$ cat config.mk
export PLATFORM = sky130hd
export DESIGN_NAME = t16cc_top
export DESIGN_NICKNAME = d
export VERILOG_FILES = /design/src/inc/t16cc_pkg.sv /design/src/t16cc_top.sv
export SDC_FILE = /design/constraint.sdc
export NUM_CORES = 1
export LEC_CHECK = 0
export ABC_AREA = 1
export BUFFER_PORTS_ARGS = -buffer_cell sky130_fd_sc_hd__buf_2
export CAP_MARGIN = 10
export CORE_ASPECT_RATIO = 1.1
export CORE_MARGIN = 2
export CORE_UTILIZATION = 40
export DETAILED_ROUTE_END_ITERATION = 16
export GPL_TIMING_DRIVEN = 0
export PLACE_DENSITY = 0.69
export SYNTH_ARGS = -nofsm -noshare
export SYNTH_HDL_FRONTEND = slang
export SYNTH_SLANG_ARGS = --single-unit
$ cat constraint.sdc
create_clock -name i_clk -period 9.5 [get_ports i_clk]
set_clock_uncertainty 0.2 [all_clocks]
set_input_delay 2.85 -clock i_clk [delete_from_list [all_inputs] [get_ports i_clk]]
set_output_delay 2.85 -clock i_clk [all_outputs]
set_load 0.02 [all_outputs]
$ cat src/inc/t16cc_pkg.sv
// Package for the 16-bit capture/compare timer: map, fields, resets, timing.
package t16cc_pkg;

    // Register word indices; byte address is index times four
    localparam logic [5:0] T16CC_IDX_CTRL_A = 6'h00;
    localparam logic [5:0] T16CC_IDX_CTRL_B = 6'h01;
    localparam logic [5:0] T16CC_IDX_STATUS = 6'h02;
    localparam logic [5:0] T16CC_IDX_CAP1_HI = 6'h03;
    localparam logic [5:0] T16CC_IDX_CAP1_LO = 6'h04;
    localparam logic [5:0] T16CC_IDX_CMP1_HI = 6'h05;
    localparam logic [5:0] T16CC_IDX_CMP1_LO = 6'h06;
    localparam logic [5:0] T16CC_IDX_CNT_HI = 6'h07;
    localparam logic [5:0] T16CC_IDX_CNT_LO = 6'h08;
    localparam logic [5:0] T16CC_IDX_SHD_HI = 6'h09;
    localparam logic [5:0] T16CC_IDX_SHD_LO = 6'h0A;
    localparam logic [5:0] T16CC_IDX_CAP2_HI = 6'h0B;
    localparam logic [5:0] T16CC_IDX_CAP2_LO = 6'h0C;
    localparam logic [5:0] T16CC_IDX_CMP2_HI = 6'h0D;
    localparam logic [5:0] T16CC_IDX_CMP2_LO = 6'h0E;
    localparam logic [5:0] T16CC_IDX_MISC = 6'h0F;

    // Reset and reload values
    localparam logic [15:0] T16CC_CNT_RESET = 16'hFFFC;
    localparam logic [15:0] T16CC_CNT_MAX = 16'hFFFF;
    localparam logic [15:0] T16CC_CMP_RESET = 16'h8000;

    // Clock select encodings
    localparam logic [1:0] T16CC_CS_DIV4 = 2'h0;
    localparam logic [1:0] T16CC_CS_DIV2 = 2'h1;
    localparam logic [1:0] T16CC_CS_DIV8 = 2'h2;
    localparam logic [1:0] T16CC_CS_EXT = 2'h3;

    // Prescaler masks: tick when the low bits of the divider are all ones
    localparam logic [2:0] T16CC_MASK_DIV2 = 3'h1;
    localparam logic [2:0] T16CC_MASK_DIV4 = 3'h3;
    localparam logic [2:0] T16CC_MASK_DIV8 = 3'h7;

    // Status bit positions
    localparam int T16CC_ST_ICF1 = 7;
    localparam int T16CC_ST_OCF1 = 6;
    localparam int T16CC_ST_TOF = 5;
    localparam int T16CC_ST_ICF2 = 4;
    localparam int T16CC_ST_OCF2 = 3;

    // AXI responses
    localparam logic [1:0] T16CC_RESP_OKAY = 2'h0;
    localparam logic [1:0] T16CC_RESP_SLVERR = 2'h2;

    // Control register A layout, reset 00
    typedef struct packed {
        logic capture_irq_enable;
        logic compare_irq_enable;
        logic overflow_irq_enable;
        logic force_level_2;
        logic force_level_1;
        logic compare_level_2;
        logic capture_edge_1;
        logic compare_level_1;
    } t16cc_ctrl_a_t;

    // Control register B layout, reset 00
    typedef struct packed {
        logic compare_out_enable_1;
        logic compare_out_enable_2;
        logic one_pulse_select;
        logic pwm_select;
        logic [1:0] clock_select;
        logic capture_edge_2;
        logic ext_edge_select;
    } t16cc_ctrl_b_t;

    localparam logic [7:0] T16CC_CTRL_RESET = 8'h00;

endpackage : t16cc_pkg

$ cat src/t16cc_top.sv
// 16-bit free-running timer with two captures, two compares and an AXI4-Lite slave.
// What this block does
// - Reading counter high byte latches low byte until low byte is read.
// - After a full read pair, a lone low read returns the live low byte.
// - Overflow flag sets when the counter wraps FFFF to 0000, any mode.
// - Overflow interrupt needs overflow enable set and core mask clear; otherwise pending.
// - Overflow flag clears by status read while set, then count_low_byte access.
// - Shadow low access never clears overflow; shadow reads same counter value.
// - Counter runs in wait; stops in halt, resumes held count or reset count.
// - Clock select both ones picks external pin; edge select picks its transition.
// - Counter synchronised to CPU clock; external edges at least four clocks apart.
// - Internal timer clock is CPU clock divided by 2, 4 or 8.
// - Active capture pin edge copies counter into capture value; edge bit selects polarity.
// - Capture sets its flag; interrupt with capture enable and core mask clear.
// - Capture flag clears by status read while set, then capture low access.
// - After capture high read, no capture update or flag until capture low read.
// - Capture pins always feed capture logic; registers hold the latest capture.
// - In one-pulse and pulse-width modes only capture channel two captures.
// - Compare registers reset to 8000h, software read/write, untouched by hardware.
// - Match sets compare flag; enabled pin takes level; pin latch low in reset.
// - Flag and pin update asserted while counter equals compare, all clocks; compare 1 off in special modes, both off in pulse-width mode.
// - Compare high write inhibits that channel until compare low is written.
// - Compare flag clear by status read then low access; interrupt needs enable, mask clear.
// - With output disabled the pin gets no level, interrupt may still occur.
// - Counter resets to FFFCh; count or shadow low write reloads FFFCh.
//
// The register addresses and the AXI4-Lite interface to the registers were chosen for this implementation.
`timescale 1ns/100ps

module t16cc_top
    import t16cc_pkg::*;
#(
    parameter int ADDR_W = 8
) (
    // Clock and reset
    input wire logic i_clk,
    input wire logic i_reset,
    // AXI4-Lite write address and data
    input wire logic i_s_axi_awvalid,
    output logic o_s_axi_awready,
    input wire logic [ADDR_W-1:0] i_s_axi_awaddr,
    input wire logic [2:0] i_s_axi_awprot,
    input wire logic i_s_axi_wvalid,
    output logic o_s_axi_wready,
    input wire logic [31:0] i_s_axi_wdata,
    input wire logic [3:0] i_s_axi_wstrb,
    // AXI4-Lite write response
    output logic o_s_axi_bvalid,
    input wire logic i_s_axi_bready,
    output logic [1:0] o_s_axi_bresp,
    // AXI4-Lite read
    input wire logic i_s_axi_arvalid,
    output logic o_s_axi_arready,
    input wire logic [ADDR_W-1:0] i_s_axi_araddr,
    input wire logic [2:0] i_s_axi_arprot,
    output logic o_s_axi_rvalid,
    input wire logic i_s_axi_rready,
    output logic [31:0] o_s_axi_rdata,
    output logic [1:0] o_s_axi_rresp,
    // Power state from the system
    input wire logic i_halt,
    // Timer pins
    input wire logic i_ext_clock_pin,
    input wire logic [1:0] i_capture_pin,
    output logic [1:0] o_compare_pin,
    output logic [1:0] o_compare_pin_oe,
    // Timer interrupt
    output logic o_timer_irq
);

    // Decode of a mapped word index
    function automatic logic t16cc_mapped(input logic [5:0] idx);
        t16cc_mapped = (idx <= T16CC_IDX_MISC);
    endfunction : t16cc_mapped

    // Register state
    t16cc_ctrl_a_t ctrl_a_r;
    t16cc_ctrl_b_t ctrl_b_r;
    logic core_mask_r;
    logic [15:0] count_r;
    logic [2:0] div_r;
    logic ext_prev_r;
    logic [1:0] cap_prev_r;
    logic [15:0] cap_val_r [2];
    logic [15:0] cmp_val_r [2];
    logic [1:0] cap_inhibit_r;
    logic [1:0] cmp_inhibit_r;
    logic [1:0] cap_flag_r;
    logic [1:0] cmp_flag_r;
    logic [1:0] cap_arm_r;
    logic [1:0] cmp_arm_r;
    logic tof_r;
    logic tof_arm_r;
    logic [7:0] cnt_buf_r;
    logic cnt_buf_full_r;
    logic [7:0] shd_buf_r;
    logic shd_buf_full_r;
    logic [1:0] pin_r;

    // Bus state
    logic aw_got_r;
    logic w_got_r;
    logic [5:0] wr_idx_r;
    logic [7:0] wr_data_r;
    logic wr_en_r;

    // Handshakes and access strobes
    logic hs_aw;
    logic hs_w;
    logic hs_ar;
    logic commit;
    logic [5:0] rd_idx;
    logic [7:0] rd_byte;
    logic rd_ok;
    logic aw_got_nxt;
    logic w_got_nxt;

    assign hs_aw = i_s_axi_awvalid & o_s_axi_awready;
    assign hs_w = i_s_axi_wvalid & o_s_axi_wready;
    assign hs_ar = i_s_axi_arvalid & o_s_axi_arready;
    assign commit = aw_got_r & w_got_r & ~o_s_axi_bvalid;
    assign rd_idx = i_s_axi_araddr[7:2];
    assign rd_ok = t16cc_mapped(rd_idx);
    assign aw_got_nxt = (aw_got_r | hs_aw) & ~commit;
    assign w_got_nxt = (w_got_r | hs_w) & ~commit;

    // Per-register read and write strobes
    function automatic logic rd_at(input logic [5:0] idx);
        rd_at = hs_ar & (rd_idx == idx);
    endfunction : rd_at

    function automatic logic wr_at(input logic [5:0] idx);
        wr_at = commit & wr_en_r & (wr_idx_r == idx);
    endfunction : wr_at

    // Either direction of access to a low byte counts for flag clearing
    function automatic logic acc_at(input logic [5:0] idx);
        acc_at = rd_at(idx) | wr_at(idx);
    endfunction : acc_at

    // Write address and data may arrive in either order
    always_ff @(posedge i_clk) begin
        if (i_reset) begin
            aw_got_r <= 1'b0;
            w_got_r <= 1'b0;
            wr_idx_r <= 6'h00;
            wr_data_r <= 8'h00;
            wr_en_r <= 1'b0;
            o_s_axi_awready <= 1'b0;
            o_s_axi_wready <= 1'b0;
        end else begin
            aw_got_r <= aw_got_nxt;
            w_got_r <= w_got_nxt;
            o_s_axi_awready <= ~aw_got_nxt;
            o_s_axi_wready <= ~w_got_nxt;
            if (hs_aw) begin
                wr_idx_r <= i_s_axi_awaddr[7:2];
            end
            if (hs_w) begin
                wr_data_r <= i_s_axi_wdata[7:0];
                wr_en_r <= i_s_axi_wstrb[0];
            end
        end
    end

    // Write response follows the commit; one write outstanding
    always_ff @(posedge i_clk) begin
        if (i_reset) begin
            o_s_axi_bvalid <= 1'b0;
            o_s_axi_bresp <= T16CC_RESP_OKAY;
        end else if (commit) begin
            o_s_axi_bvalid <= 1'b1;
            o_s_axi_bresp <= t16cc_mapped(wr_idx_r) ? T16CC_RESP_OKAY : T16CC_RESP_SLVERR;
        end else if (i_s_axi_bready) begin
            o_s_axi_bvalid <= 1'b0;
        end
    end

    // Read mux; side effects of reads are taken at the address handshake
    always_comb begin
        rd_byte = 8'h00;
        unique case (rd_idx)
            T16CC_IDX_CTRL_A: rd_byte = ctrl_a_r;
            T16CC_IDX_CTRL_B: rd_byte = ctrl_b_r;
            T16CC_IDX_STATUS: rd_byte = {cap_flag_r[0], cmp_flag_r[0], tof_r,
                                         cap_flag_r[1], cmp_flag_r[1], 3'h0};
            T16CC_IDX_CAP1_HI: rd_byte = cap_val_r[0][15:8];
            T16CC_IDX_CAP1_LO: rd_byte = cap_val_r[0][7:0];
            T16CC_IDX_CMP1_HI: rd_byte = cmp_val_r[0][15:8];
            T16CC_IDX_CMP1_LO: rd_byte = cmp_val_r[0][7:0];
            T16CC_IDX_CNT_HI: rd_byte = count_r[15:8];
            T16CC_IDX_CNT_LO: rd_byte = cnt_buf_full_r ? cnt_buf_r : count_r[7:0];
            T16CC_IDX_SHD_HI: rd_byte = count_r[15:8];
            T16CC_IDX_SHD_LO: rd_byte = shd_buf_full_r ? shd_buf_r : count_r[7:0];
            T16CC_IDX_CAP2_HI: rd_byte = cap_val_r[1][15:8];
            T16CC_IDX_CAP2_LO: rd_byte = cap_val_r[1][7:0];
            T16CC_IDX_CMP2_HI: rd_byte = cmp_val_r[1][15:8];
            T16CC_IDX_CMP2_LO: rd_byte = cmp_val_r[1][7:0];
            T16CC_IDX_MISC: rd_byte = {7'h00, core_mask_r};
            default: rd_byte = 8'h00;
        endcase
    end

    // Read channel, one read outstanding
    always_ff @(posedge i_clk) begin
        if (i_reset) begin
            o_s_axi_arready <= 1'b0;
            o_s_axi_rvalid <= 1'b0;
            o_s_axi_rdata <= 32'h00000000;
            o_s_axi_rresp <= T16CC_RESP_OKAY;
        end else if (hs_ar) begin
            o_s_axi_arready <= 1'b0;
            o_s_axi_rvalid <= 1'b1;
            o_s_axi_rdata <= {24'h000000, rd_byte};
            o_s_axi_rresp <= rd_ok ? T16CC_RESP_OKAY : T16CC_RESP_SLVERR;
        end else if (o_s_axi_rvalid) begin
            o_s_axi_rvalid <= ~i_s_axi_rready;
            o_s_axi_arready <= i_s_axi_rready;
        end else begin
            o_s_axi_arready <= 1'b1;
        end
    end

    // Control registers; force bits act once and read back as zero
    always_ff @(posedge i_clk) begin
        if (i_reset) begin
            ctrl_a_r <= T16CC_CTRL_RESET;
            ctrl_b_r <= T16CC_CTRL_RESET;
            core_mask_r <= 1'b0;
        end else begin
            if (wr_at(T16CC_IDX_CTRL_A)) begin
                ctrl_a_r <= wr_data_r;
            end else begin
                ctrl_a_r.force_level_1 <= 1'b0;
                ctrl_a_r.force_level_2 <= 1'b0;
            end
            if (wr_at(T16CC_IDX_CTRL_B)) begin
                ctrl_b_r <= wr_data_r;
            end
            if (wr_at(T16CC_IDX_MISC)) begin
                core_mask_r <= wr_data_r[0];
            end
        end
    end

    // Timer clock: prescaler or external edge, no tick while halted
    logic ext_edge;
    logic tick;
    logic [2:0] div_mask;
    logic special_mode;

    assign special_mode = ctrl_b_r.one_pulse_select | ctrl_b_r.pwm_select;
    // External pin taken as synchronous; edge spacing of four clocks is the source's duty
    assign ext_edge = (ext_prev_r != i_ext_clock_pin)
                      & (i_ext_clock_pin == ctrl_b_r.ext_edge_select);

    always_comb begin
        div_mask = T16CC_MASK_DIV4;
        unique case (ctrl_b_r.clock_select)
            T16CC_CS_DIV2: div_mask = T16CC_MASK_DIV2;
            T16CC_CS_DIV4: div_mask = T16CC_MASK_DIV4;
            T16CC_CS_DIV8: div_mask = T16CC_MASK_DIV8;
            T16CC_CS_EXT: div_mask = T16CC_MASK_DIV8;
        endcase
        if (i_halt) begin
            tick = 1'b0;
        end else if (ctrl_b_r.clock_select == T16CC_CS_EXT) begin
            tick = ext_edge;
        end else begin
            tick = ((div_r & div_mask) == div_mask);
        end
    end

    // Prescaler and pin history; the prescaler also freezes in halt
    always_ff @(posedge i_clk) begin
        if (i_reset) begin
            div_r <= 3'h0;
            ext_prev_r <= 1'b0;
            cap_prev_r <= 2'h0;
        end else begin
            if (!i_halt) begin
                div_r <= div_r + 3'h1;
            end
            ext_prev_r <= i_ext_clock_pin;
            cap_prev_r <= i_capture_pin;
        end
    end

    // Free-running counter; a low-byte write reloads the reset count
    always_ff @(posedge i_clk) begin
        if (i_reset) begin
            count_r <= T16CC_CNT_RESET;
        end else if (wr_at(T16CC_IDX_CNT_LO) || wr_at(T16CC_IDX_SHD_LO)) begin
            count_r <= T16CC_CNT_RESET;
        end else if (tick) begin
            count_r <= count_r + 16'h0001;
        end
    end

    // Low-byte buffers for the two-byte read sequence
    always_ff @(posedge i_clk) begin
        if (i_reset) begin
            cnt_buf_r <= 8'h00;
            cnt_buf_full_r <= 1'b0;
            shd_buf_r <= 8'h00;
            shd_buf_full_r <= 1'b0;
        end else begin
            // Repeat high reads keep the first latched value
            if (rd_at(T16CC_IDX_CNT_HI) && !cnt_buf_full_r) begin
                cnt_buf_r <= count_r[7:0];
                cnt_buf_full_r <= 1'b1;
            end else if (rd_at(T16CC_IDX_CNT_LO)) begin
                cnt_buf_full_r <= 1'b0;
            end
            if (rd_at(T16CC_IDX_SHD_HI) && !shd_buf_full_r) begin
                shd_buf_r <= count_r[7:0];
                shd_buf_full_r <= 1'b1;
            end else if (rd_at(T16CC_IDX_SHD_LO)) begin
                shd_buf_full_r <= 1'b0;
            end
        end
    end

    // Overflow flag: status read arms, count low access clears, set wins
    logic wrap;
    assign wrap = tick & (count_r == T16CC_CNT_MAX) & ~wr_at(T16CC_IDX_CNT_LO)
                  & ~wr_at(T16CC_IDX_SHD_LO);

    always_ff @(posedge i_clk) begin
        if (i_reset) begin
            tof_r <= 1'b0;
            tof_arm_r <= 1'b0;
        end else begin
            if (wrap) begin
                tof_r <= 1'b1;
            end else if (tof_arm_r && acc_at(T16CC_IDX_CNT_LO)) begin
                tof_r <= 1'b0;
            end
            if (rd_at(T16CC_IDX_STATUS)) begin
                tof_arm_r <= tof_r;
            end else if (acc_at(T16CC_IDX_CNT_LO)) begin
                tof_arm_r <= 1'b0;
            end
        end
    end

    // Capture and compare channels
    logic [1:0] cap_edge_sel;
    logic [1:0] cmp_level;
    logic [1:0] cmp_oe;
    logic [1:0] force_pulse;
    logic [1:0] cmp_allow;
    logic [1:0] cap_allow;

    assign cap_edge_sel = {ctrl_b_r.capture_edge_2, ctrl_a_r.capture_edge_1};
    assign cmp_level = {ctrl_a_r.compare_level_2, ctrl_a_r.compare_level_1};
    assign cmp_oe = {ctrl_b_r.compare_out_enable_2, ctrl_b_r.compare_out_enable_1};
    assign force_pulse = {ctrl_a_r.force_level_2, ctrl_a_r.force_level_1} & {2{~special_mode}};
    assign cap_allow = {1'b1, ~special_mode};
    // Mode sequencing owns the first compare in special modes, both in pulse-width mode
    assign cmp_allow = {~ctrl_b_r.pwm_select, ~special_mode};

    genvar g;
    generate
        for (g = 0; g < 2; g++) begin : g_chan
            localparam logic [5:0] CAP_HI = (g == 0) ? T16CC_IDX_CAP1_HI : T16CC_IDX_CAP2_HI;
            localparam logic [5:0] CAP_LO = (g == 0) ? T16CC_IDX_CAP1_LO : T16CC_IDX_CAP2_LO;
            localparam logic [5:0] CMP_HI = (g == 0) ? T16CC_IDX_CMP1_HI : T16CC_IDX_CMP2_HI;
            localparam logic [5:0] CMP_LO = (g == 0) ? T16CC_IDX_CMP1_LO : T16CC_IDX_CMP2_LO;
            logic cap_evt;
            logic match;

            // Pin feeds capture even when driven as an output
            assign cap_evt = (cap_prev_r[g] != i_capture_pin[g])
                             & (i_capture_pin[g] == cap_edge_sel[g])
                             & ~cap_inhibit_r[g] & cap_allow[g];
            // Level match: asserted every cycle the counter sits on the value
            assign match = (count_r == cmp_val_r[g]) & ~cmp_inhibit_r[g];

            // Capture value and inhibit window
            always_ff @(posedge i_clk) begin
                if (i_reset) begin
                    cap_val_r[g] <= 16'h0000;
                    cap_inhibit_r[g] <= 1'b0;
                end else begin
                    if (cap_evt) begin
                        cap_val_r[g] <= count_r;
                    end
                    if (rd_at(CAP_HI)) begin
                        cap_inhibit_r[g] <= 1'b1;
                    end else if (rd_at(CAP_LO)) begin
                        cap_inhibit_r[g] <= 1'b0;
                    end
                end
            end

            // Capture flag with two-step clear, set wins
            always_ff @(posedge i_clk) begin
                if (i_reset) begin
                    cap_flag_r[g] <= 1'b0;
                    cap_arm_r[g] <= 1'b0;
                end else begin
                    if (cap_evt) begin
                        cap_flag_r[g] <= 1'b1;
                    end else if (cap_arm_r[g] && acc_at(CAP_LO)) begin
                        cap_flag_r[g] <= 1'b0;
                    end
                    if (rd_at(T16CC_IDX_STATUS)) begin
                        cap_arm_r[g] <= cap_flag_r[g];
                    end else if (acc_at(CAP_LO)) begin
                        cap_arm_r[g] <= 1'b0;
                    end
                end
            end

            // Compare value: only software writes it
            always_ff @(posedge i_clk) begin
                if (i_reset) begin
                    cmp_val_r[g] <= T16CC_CMP_RESET;
                    cmp_inhibit_r[g] <= 1'b0;
                end else begin
                    if (wr_at(CMP_HI)) begin
                        cmp_val_r[g][15:8] <= wr_data_r;
                        cmp_inhibit_r[g] <= 1'b1;
                    end else if (wr_at(CMP_LO)) begin
                        cmp_val_r[g][7:0] <= wr_data_r;
                        cmp_inhibit_r[g] <= 1'b0;
                    end
                end
            end

            // Compare flag with two-step clear, set wins
            always_ff @(posedge i_clk) begin
                if (i_reset) begin
                    cmp_flag_r[g] <= 1'b0;
                    cmp_arm_r[g] <= 1'b0;
                end else begin
                    if (match && cmp_allow[g]) begin
                        cmp_flag_r[g] <= 1'b1;
                    end else if (cmp_arm_r[g] && acc_at(CMP_LO)) begin
                        cmp_flag_r[g] <= 1'b0;
                    end
                    if (rd_at(T16CC_IDX_STATUS)) begin
                        cmp_arm_r[g] <= cmp_flag_r[g];
                    end else if (acc_at(CMP_LO)) begin
                        cmp_arm_r[g] <= 1'b0;
                    end
                end
            end

            // Pin latch: low in reset, takes level on match or force
            always_ff @(posedge i_clk) begin
                if (i_reset) begin
                    pin_r[g] <= 1'b0;
                    o_compare_pin_oe[g] <= 1'b0;
                end else begin
                    o_compare_pin_oe[g] <= cmp_oe[g];
                    if ((match && cmp_allow[g] && cmp_oe[g]) || force_pulse[g]) begin
                        pin_r[g] <= cmp_level[g];
                    end
                end
            end
        end
    endgenerate

    assign o_compare_pin = pin_r;

    // Shared timer interrupt; a masked request stays pending in its flag
    always_ff @(posedge i_clk) begin
        if (i_reset) begin
            o_timer_irq <= 1'b0;
        end else begin
            o_timer_irq <= ~core_mask_r & ((tof_r & ctrl_a_r.overflow_irq_enable)
                           | (|cap_flag_r & ctrl_a_r.capture_irq_enable)
                           | (|cmp_flag_r & ctrl_a_r.compare_irq_enable));
        end
    end

endmodule : t16cc_top

==> flow_metrics.tcl, run 1 <==
set metrics [dict create \
    swShare_pct 27.3 \
    power_density_nw_per_um2 165 \
    yosys.area_share.simple_pct 30.9 \
    syn_area_per_cell_um2 7.35 \
    synthAdderAreaFrac_pct 0.293 \
    final_cell_count_no_fill 1560 \
    dp_cells 1528 \
    ctsResizeCount 0 \
    comb_power_share_pct 7.6 \
    drc 0 \
    start_util_pct 40.4 \
    synth_xor_area_share_pct 1.54 \
    vdd_drop_max_v 0.000121 \
    cts_hold_buf 0 \
    grt_pass1_vias 7069 \
    hpwl_um 22300 \
    first_pass_iters 7 \
    timing.final.crit_share_pct 48.6 \
    power_frac_seq_pct 49.4 \
    io_buffers 50 \
    cp.arrival_ns 4.49 \
    clockPowerShare_pct 43.0 \
    synth_warnings 0 \
    pin_count 115 \
    wl_per_cell_um 18.5 \
    drtIter0Drc 614 \
    dp_slack_ns 4.48 \
    async_flop_share_pct 0 \
    fmax_mhz 217 \
    end_kind "flip-flop" \
    globalplace.congestion 1.05 \
    syn_area_um2 8550 \
    cts_sinks 172 \
    grt_usage_pct 26.2 \
    crit_required_ns 9.37 \
    ant_nets 0 \
    synth-compound-area-share_pct 9.69 \
    die_h_um 157 \
    coreArea_um2 21200 \
    rows 56 \
    slew_headroom_pct 32.6 \
    die_w_um 143 \
    rsz0062_at_grt "no" \
    antenna_cells 0 \
    postSynthRegisterBits 172 \
    grt-ovfl-total 0 \
    startpoint_type "input pin" \
    clk_latency_ns 0.45 \
    cts_root_buf "clkbuf_16" \
    cp_max_fo 16 \
    layout_setup_ws_ns 4.88 \
    die_area_um2 22600 \
    wl_um 28900 \
    maxSlewViolCount 0 \
    min_period_ns 4.62 \
    outcome "completed" \
    vias_per_cell 5.05 \
    synth_flop_cell "dfxtp_1" \
    synthDistinctLibCells 34 \
    hold_viol_final 0 \
    finalSetupViolCount 0 \
    synthCells 1163 \
    nets 1328 \
    p_int_w 0.00118 \
    cts_setup_buffers 0 \
    seq_area_frac_synth_pct 47.8 \
    switching_power_w 0.000444 \
    vias 7883 \
    cts-buffers-inserted 17 \
    antenna_found_initial 0 \
    drive_above_1_share_pct 11.3 \
    synth_top_family_by_area "simple AND/OR/NAND/NOR gates" \
    clk_pin_slew_worst_paths_ns 0.08 \
    cts_tree "done" \
    grt_max_degree 19 \
    syn2layout_area_growth_pct 15.2 \
    tightest_slew_ns 1.01 \
    hold_class "flip-flop to flip-flop" \
    synth_edf_count 64 \
    p_leak_nw 4.39 \
    final.setup.tns_ns 0 \
    grt_first_pass_wirelength_um 43100 \
    worstSetupPathType "input pin to flip-flop" \
    maxCapViolations 0 \
    htree_num_levels 4 \
    cts_buffer_depth 2 \
    synthMuxAreaShare_pct 0 \
]
placed cells by master (no fill, tap or decap), types with 9 or more instances in the layout:
| cell type | Yosys | final |
|---|---|---|
| nand3_1 | 88 | 88 |
| edfxtp_1 | 64 | 64 |
| nor3_1 | 14 | 14 |
| nor2_1 | 237 | 237 |
| clkbuf_16 | 0 | 17 |
| conb_1 | 1 | 26 |
| buf_2 | 4 | 54 |
| buf_4 | 28 | 28 |
| a211oi_1 | 19 | 19 |
| inv_1 | 126 | 126 |
| o21ai_0 | 63 | 62 |
| xnor2_1 | 9 | 9 |
| a21oi_1 | 61 | 61 |
| dfxtp_1 | 108 | 108 |
| nand2_1 | 264 | 264 |
| clkbuf_1 | 21 | 21 |
registers in the layout, indices dropped and copies added, names as in the netlist, 2 cells and up:
register,cells
cap_val_r,32
cmp_val_r,32
count_r,16
cnt_buf_r,8
o_s_axi_rdata,8
shd_buf_r,8
wr_data_r,8
wr_idx_r,6
ctrl_a_r,5
ctrl_b_r,5
div_r,3
cap_arm_r,2
cap_edge_sel,2
cap_flag_r,2
cap_inhibit_r,2
cap_prev_r,2
cmp_arm_r,2
cmp_flag_r,2
cmp_inhibit_r,2
cmp_level,2
cmp_oe,2
o_compare_pin,2
o_compare_pin_oe,2
power groups by stage:
| stage | registers, W | logic, W | clock network, W |
|---|---|---|---|
| 6_report | 0.000802 | 0.000123 | 0.000699 |
| 5_1_grt | 0.000804 | 0.000136 | 0.000732 |
| 4_1_cts | 0.000801 | 0.000122 | 0.000702 |
| 3_5_place_dp | 0.000818 | 0.000122 | 0 |
| 3_3_place_gp | 0.000818 | 0.000120 | 0 |
| 2_1_floorplan | 0.000816 | 0.0000793 | 0 |
worst paths after layout:
path / start / to / slack, ns / cells after the start
worst max-delay path: i_reset / cap_val_r[1][6]$_SDFFCE_PN0P_ / 4.88 / 5
worst min-delay path: wr_idx_r[5]$_SDFFE_PP0P_ / wr_idx_r[5]$_SDFFE_PP0P_ / 0.26 / 2
worst max register to register: count_r[6]$_SDFFE_PP1P_ / o_s_axi_rdata[6]$_SDFFE_PP0P_ / 6.83 / 10
worst min register to register: wr_idx_r[5]$_SDFFE_PP0P_ / wr_idx_r[5]$_SDFFE_PP0P_ / 0.26 / 2
synth_stat cells, types with 14 or more instances:
cell type / instances / area share, %
nand2_1: 264 / 12
nor2_1: 237 / 10
inv_1: 126 / 5.5
dfxtp_1: 108 / 25
nand3_1: 88 / 5.2
edfxtp_1: 64 / 22
o21ai_0: 63 / 3.7
a21oi_1: 61 / 3.6
buf_4: 28 / 2.5
clkbuf_1: 21 / 0.92
a211oi_1: 19 / 1.7
nor3_1: 14 / 0.82
cells by family after synthesis:
group,after synthesis
flops,172
fa+ha+maj,2
xor+xnor,15
compound gates,151
buf+inv,190
other cells,1
simple gates,632
through the flow:
| stage | power [W] | hold WS (ns) | utilization (%) | cell area, µm² |
|---|---|---|---|---|
| 3_5_place_dp | 0.000940 | 0.245 | 43.8 | 9260 |
| 6_report | 0.00162 | 0.256 | 46.5 | 9850 |
| 5_1_grt | 0.00167 | 0.278 | 46.5 | 9850 |
| 4_1_cts | 0.00163 | 0.257 | 46.5 | 9850 |
| 3_3_place_gp | 0.000938 | 0.241 | 43.7 | 9260 |
| 2_1_floorplan | 0.000895 | 0.229 | - | 8640 |
cell type report:
class	count	area (µm²)
clock buffer	18	439
buffer	56	335
timing repair buffer	50	250
fill	2172	11300
inverter	134	503
tap	290	363
clock inverter	14	146
multi-input combinational	826	3720
sequential	172	4080
worst max-delay path, stage by stage:
cell      delay [ns]
clkbuf_1        0.15
inv_1           0.10
clkbuf_1        0.39
clkbuf_1        0.53
o21ai_2         0.45
per-layer routing:
layer | wire length, µm | up-vias | track usage [%] | part of all wire, %
li1 | - | 3883 | - | -
met1 | 12300 | 3611 | 34.5 | 43
met2 | 13600 | 329 | 43.2 | 47
met3 | 1960 | 60 | 4.47 | 6.8
met4 | 1050 | 0 | 9.99 | 3.6
met5 | 0 | - | 0 | 0
No activity file was read; power rests on OpenSTA's default activity.
==> run 2, diff against run 1 <==
ABC_AREA = 0   (was 1)
clock period = 4.7 ns   (was 9.5 ns; I/O delays follow)
==> run 2 against run 1 <==
Effect of this change:
- critical path depth is the same
- via count shrank 12%
- synthesized area shrank 3.1%
- power grew 100%
- largest cell class unchanged
==> flow_metrics.tcl, run 2 <==
set metrics [dict create \
    crit_required_ns 4.50 \
    min_period_ns 3.69 \
    hold_ws_ns 0.257 \
    io_buffers 49 \
    ant_nets 0 \
    grt_first_pass_wirelength_um 38500 \
    path_delay_family "buffers and inverters" \
    cts_sinks 172 \
    synth_most_common_cell "nand2_1" \
    cts_hold_buf 0 \
    hpwl_um 18500 \
    cts_setup_buffers 0 \
    path_buf_inv 4 \
    crit_top_cell "clkbuf_1" \
    drc 0 \
    synth_flop_cell "dfxtp_1" \
    grt_max_degree 21 \
    synthTopCellsByCount "nand2_1, dfxtp_1, edfxtp_1" \
    maxSlewViolCount 0 \
    rsz0062_at_grt "no" \
    vias 6955 \
    grt_usage_pct 23.5 \
    grt_pass1_vias 6546 \
    swShare_pct 26.9 \
    p_leak_nw 3.77 \
    rows 55 \
    slowest_delay_ns 0.68 \
    die_area_um2 21900 \
    antenna_found_initial 0 \
    postSynthRegisterBits 172 \
    clk_pin_slew_worst_paths_ns 0.08 \
    nets 1014 \
    largest_registers "cap_val_r: 32 flops, cmp_val_r: 32 flops, count_r: 16 flops" \
    synth_top_cell_by_area "dfxtp_1" \
    syn_area_um2 8280 \
    comb_power_share_pct 6.3 \
    async_flop_share_pct 0 \
    clockPowerShare_pct 44.1 \
    yosys.area_share.simple_pct 21.2 \
    outcome "completed" \
    cts_buffer_depth 2 \
    globalplace.congestion 0.966 \
    worstPathCellList "buf_2 > inv_1 > clkbuf_1 > clkbuf_1 > nand2_1" \
    vdd_drop_max_v 0.000260 \
    drive_above_1_share_pct 15.1 \
    final_common_cell "nand2_1" \
    grt-ovfl-total 0 \
    switching_power_w 0.000879 \
    worstSetupPathType "input pin to flip-flop" \
    synth_xor_area_share_pct 4.33 \
    wl_per_cell_um 20.9 \
    vias_per_cell 5.74 \
    die_w_um 141 \
    synth_top_family_by_area "simple AND/OR/NAND/NOR gates" \
    syn2layout_area_growth_pct 15.7 \
    hold_viol_final 0 \
    syn_area_per_cell_um2 9.78 \
    mostFrequentLayoutCells "nand2_1, dfxtp_1, edfxtp_1" \
    tightest_slew_ns 0.870 \
    clk_latency_ns 0.44 \
    cp.arrival_ns 3.49 \
    die_h_um 155 \
    htree_num_levels 4 \
    synthMuxAreaShare_pct 5.33 \
    power_density_nw_per_um2 341 \
    cts_root_buf "clkbuf_16" \
    hold_class "flip-flop to flip-flop" \
    p_int_w 0.00238 \
    crit_path_top_delay_cell "nand2_1" \
    synthDistinctLibCells 71 \
    synth.area.top_cells "dfxtp_1, edfxtp_1, mux2i_1" \
    cts-buffers-inserted 17 \
    final.setup.tns_ns 0 \
    slew_headroom_pct 41.5 \
    pin_count 115 \
    startpoint_type "input pin" \
    first_pass_iters 7 \
    power_frac_seq_pct 49.6 \
    start_util_pct 40.5 \
    synth_warnings 0 \
    synthAdderAreaFrac_pct 0.302 \
    synthCells 847 \
    synth_top_cell_area_share_pct 26.1 \
    antenna_cells 0 \
    maxCapViolations 0 \
    coreArea_um2 20400 \
    fmax_mhz 271 \
    wl_um 25300 \
    seq_area_frac_synth_pct 49.3 \
    end_kind "flip-flop" \
    cp_max_fo 16 \
    timing.final.crit_share_pct 78.5 \
    synth_edf_count 64 \
    drtIter0Drc 697 \
    cts_tree "done" \
    finalSetupViolCount 0 \
    ctsResizeCount 0 \
    synth-compound-area-share_pct 13.1 \
]
[run 2: changes by cell type after synthesis, sizes merged, moves of 17 or more]
| cell | previous run | this run |
|---|---|---|
| a211oi | 20 | 3 |
| clkbuf | 21 | 39 |
| xnor2 | 9 | 28 |
| nand3 | 90 | 23 |
| mux2i | 0 | 43 |
| o21ai | 63 | 18 |
| nand2 | 264 | 111 |
| nor2 | 247 | 53 |
| inv | 131 | 11 |
| and3 | 0 | 36 |
| and2 | 0 | 39 |
[run 2: per-layer routing]
layer	up-vias	global-route usage [%]	part of all wire [%]
met5	-	0	0
met4	0	11.8	4.5
met3	87	4.52	9.4
met2	384	37.0	46
met1	3297	30.9	40
li1	3187	-	-
[run 2: kinds of logic after synthesis]
group,count (synthesis)
simple gates,340
fa+ha+maj,2
buf+inv,97
other cells,1
xor+xnor,41
flops,172
compound gates,150
mux,44
[run 2: area by class of cell]
| class | count | area (µm²) |
|---|---|---|
| plain buffers | 85 | 488 |
| clock buffers | 17 | 425 |
| clock inverters | 15 | 191 |
| fillers | 1879 | 10900 |
| inverters | 12 | 45.0 |
| multi-input cells | 603 | 3770 |
| flip-flops and latches | 172 | 4080 |
| well taps | 256 | 320 |
| repair buffers | 52 | 263 |
[run 2: metrics by stage]
step	utilization [%]	cell area, µm²	instances	total power [W]	worst slack, ns
global placement	43.8	8940	1177	0.00185	0.740
global route	46.9	9580	1212	0.00336	0.988
floorplan	-	8380	872	0.00178	1.47
detailed placement	43.8	8940	1177	0.00185	0.725
CTS	46.8	9560	1209	0.00327	1.18
finish	46.9	9580	1212	0.00326	1.01
[run 2: tightest hold or removal path, stage by stage (launching register included)]
cell and delay [ns]:
dfxtp_1 0.31, nand2_1 0.05, a21oi_1 0.05
[run 2: power groups by stage]
stage | combinational (W) | clock, W | sequential [W]
after floorplan | 0.000134 | 0 | 0.00164
after global placement | 0.000197 | 0 | 0.00165
after detailed placement | 0.000199 | 0 | 0.00165
after CTS | 0.000200 | 0.00145 | 0.00162
after global routing | 0.000222 | 0.00152 | 0.00162
final | 0.000204 | 0.00144 | 0.00162
[run 2: worst paths after layout]
kind | from | end | slack, ns | cells after the start
worst max-delay path | i_reset | cap_val_r[1][13]$_SDFFCE_PN0P_ | 1.01 | 5
worst min-delay path | shd_buf_r[0]$_SDFFE_PP0P_ | shd_buf_r[0]$_SDFFE_PP0P_ | 0.26 | 2
worst max register to register | cap_edge_sel[1]$_SDFFE_PP0P_ | cap_val_r[1][13]$_SDFFCE_PN0P_ | 2.15 | 4
worst min register to register | shd_buf_r[0]$_SDFFE_PP0P_ | shd_buf_r[0]$_SDFFE_PP0P_ | 0.26 | 2
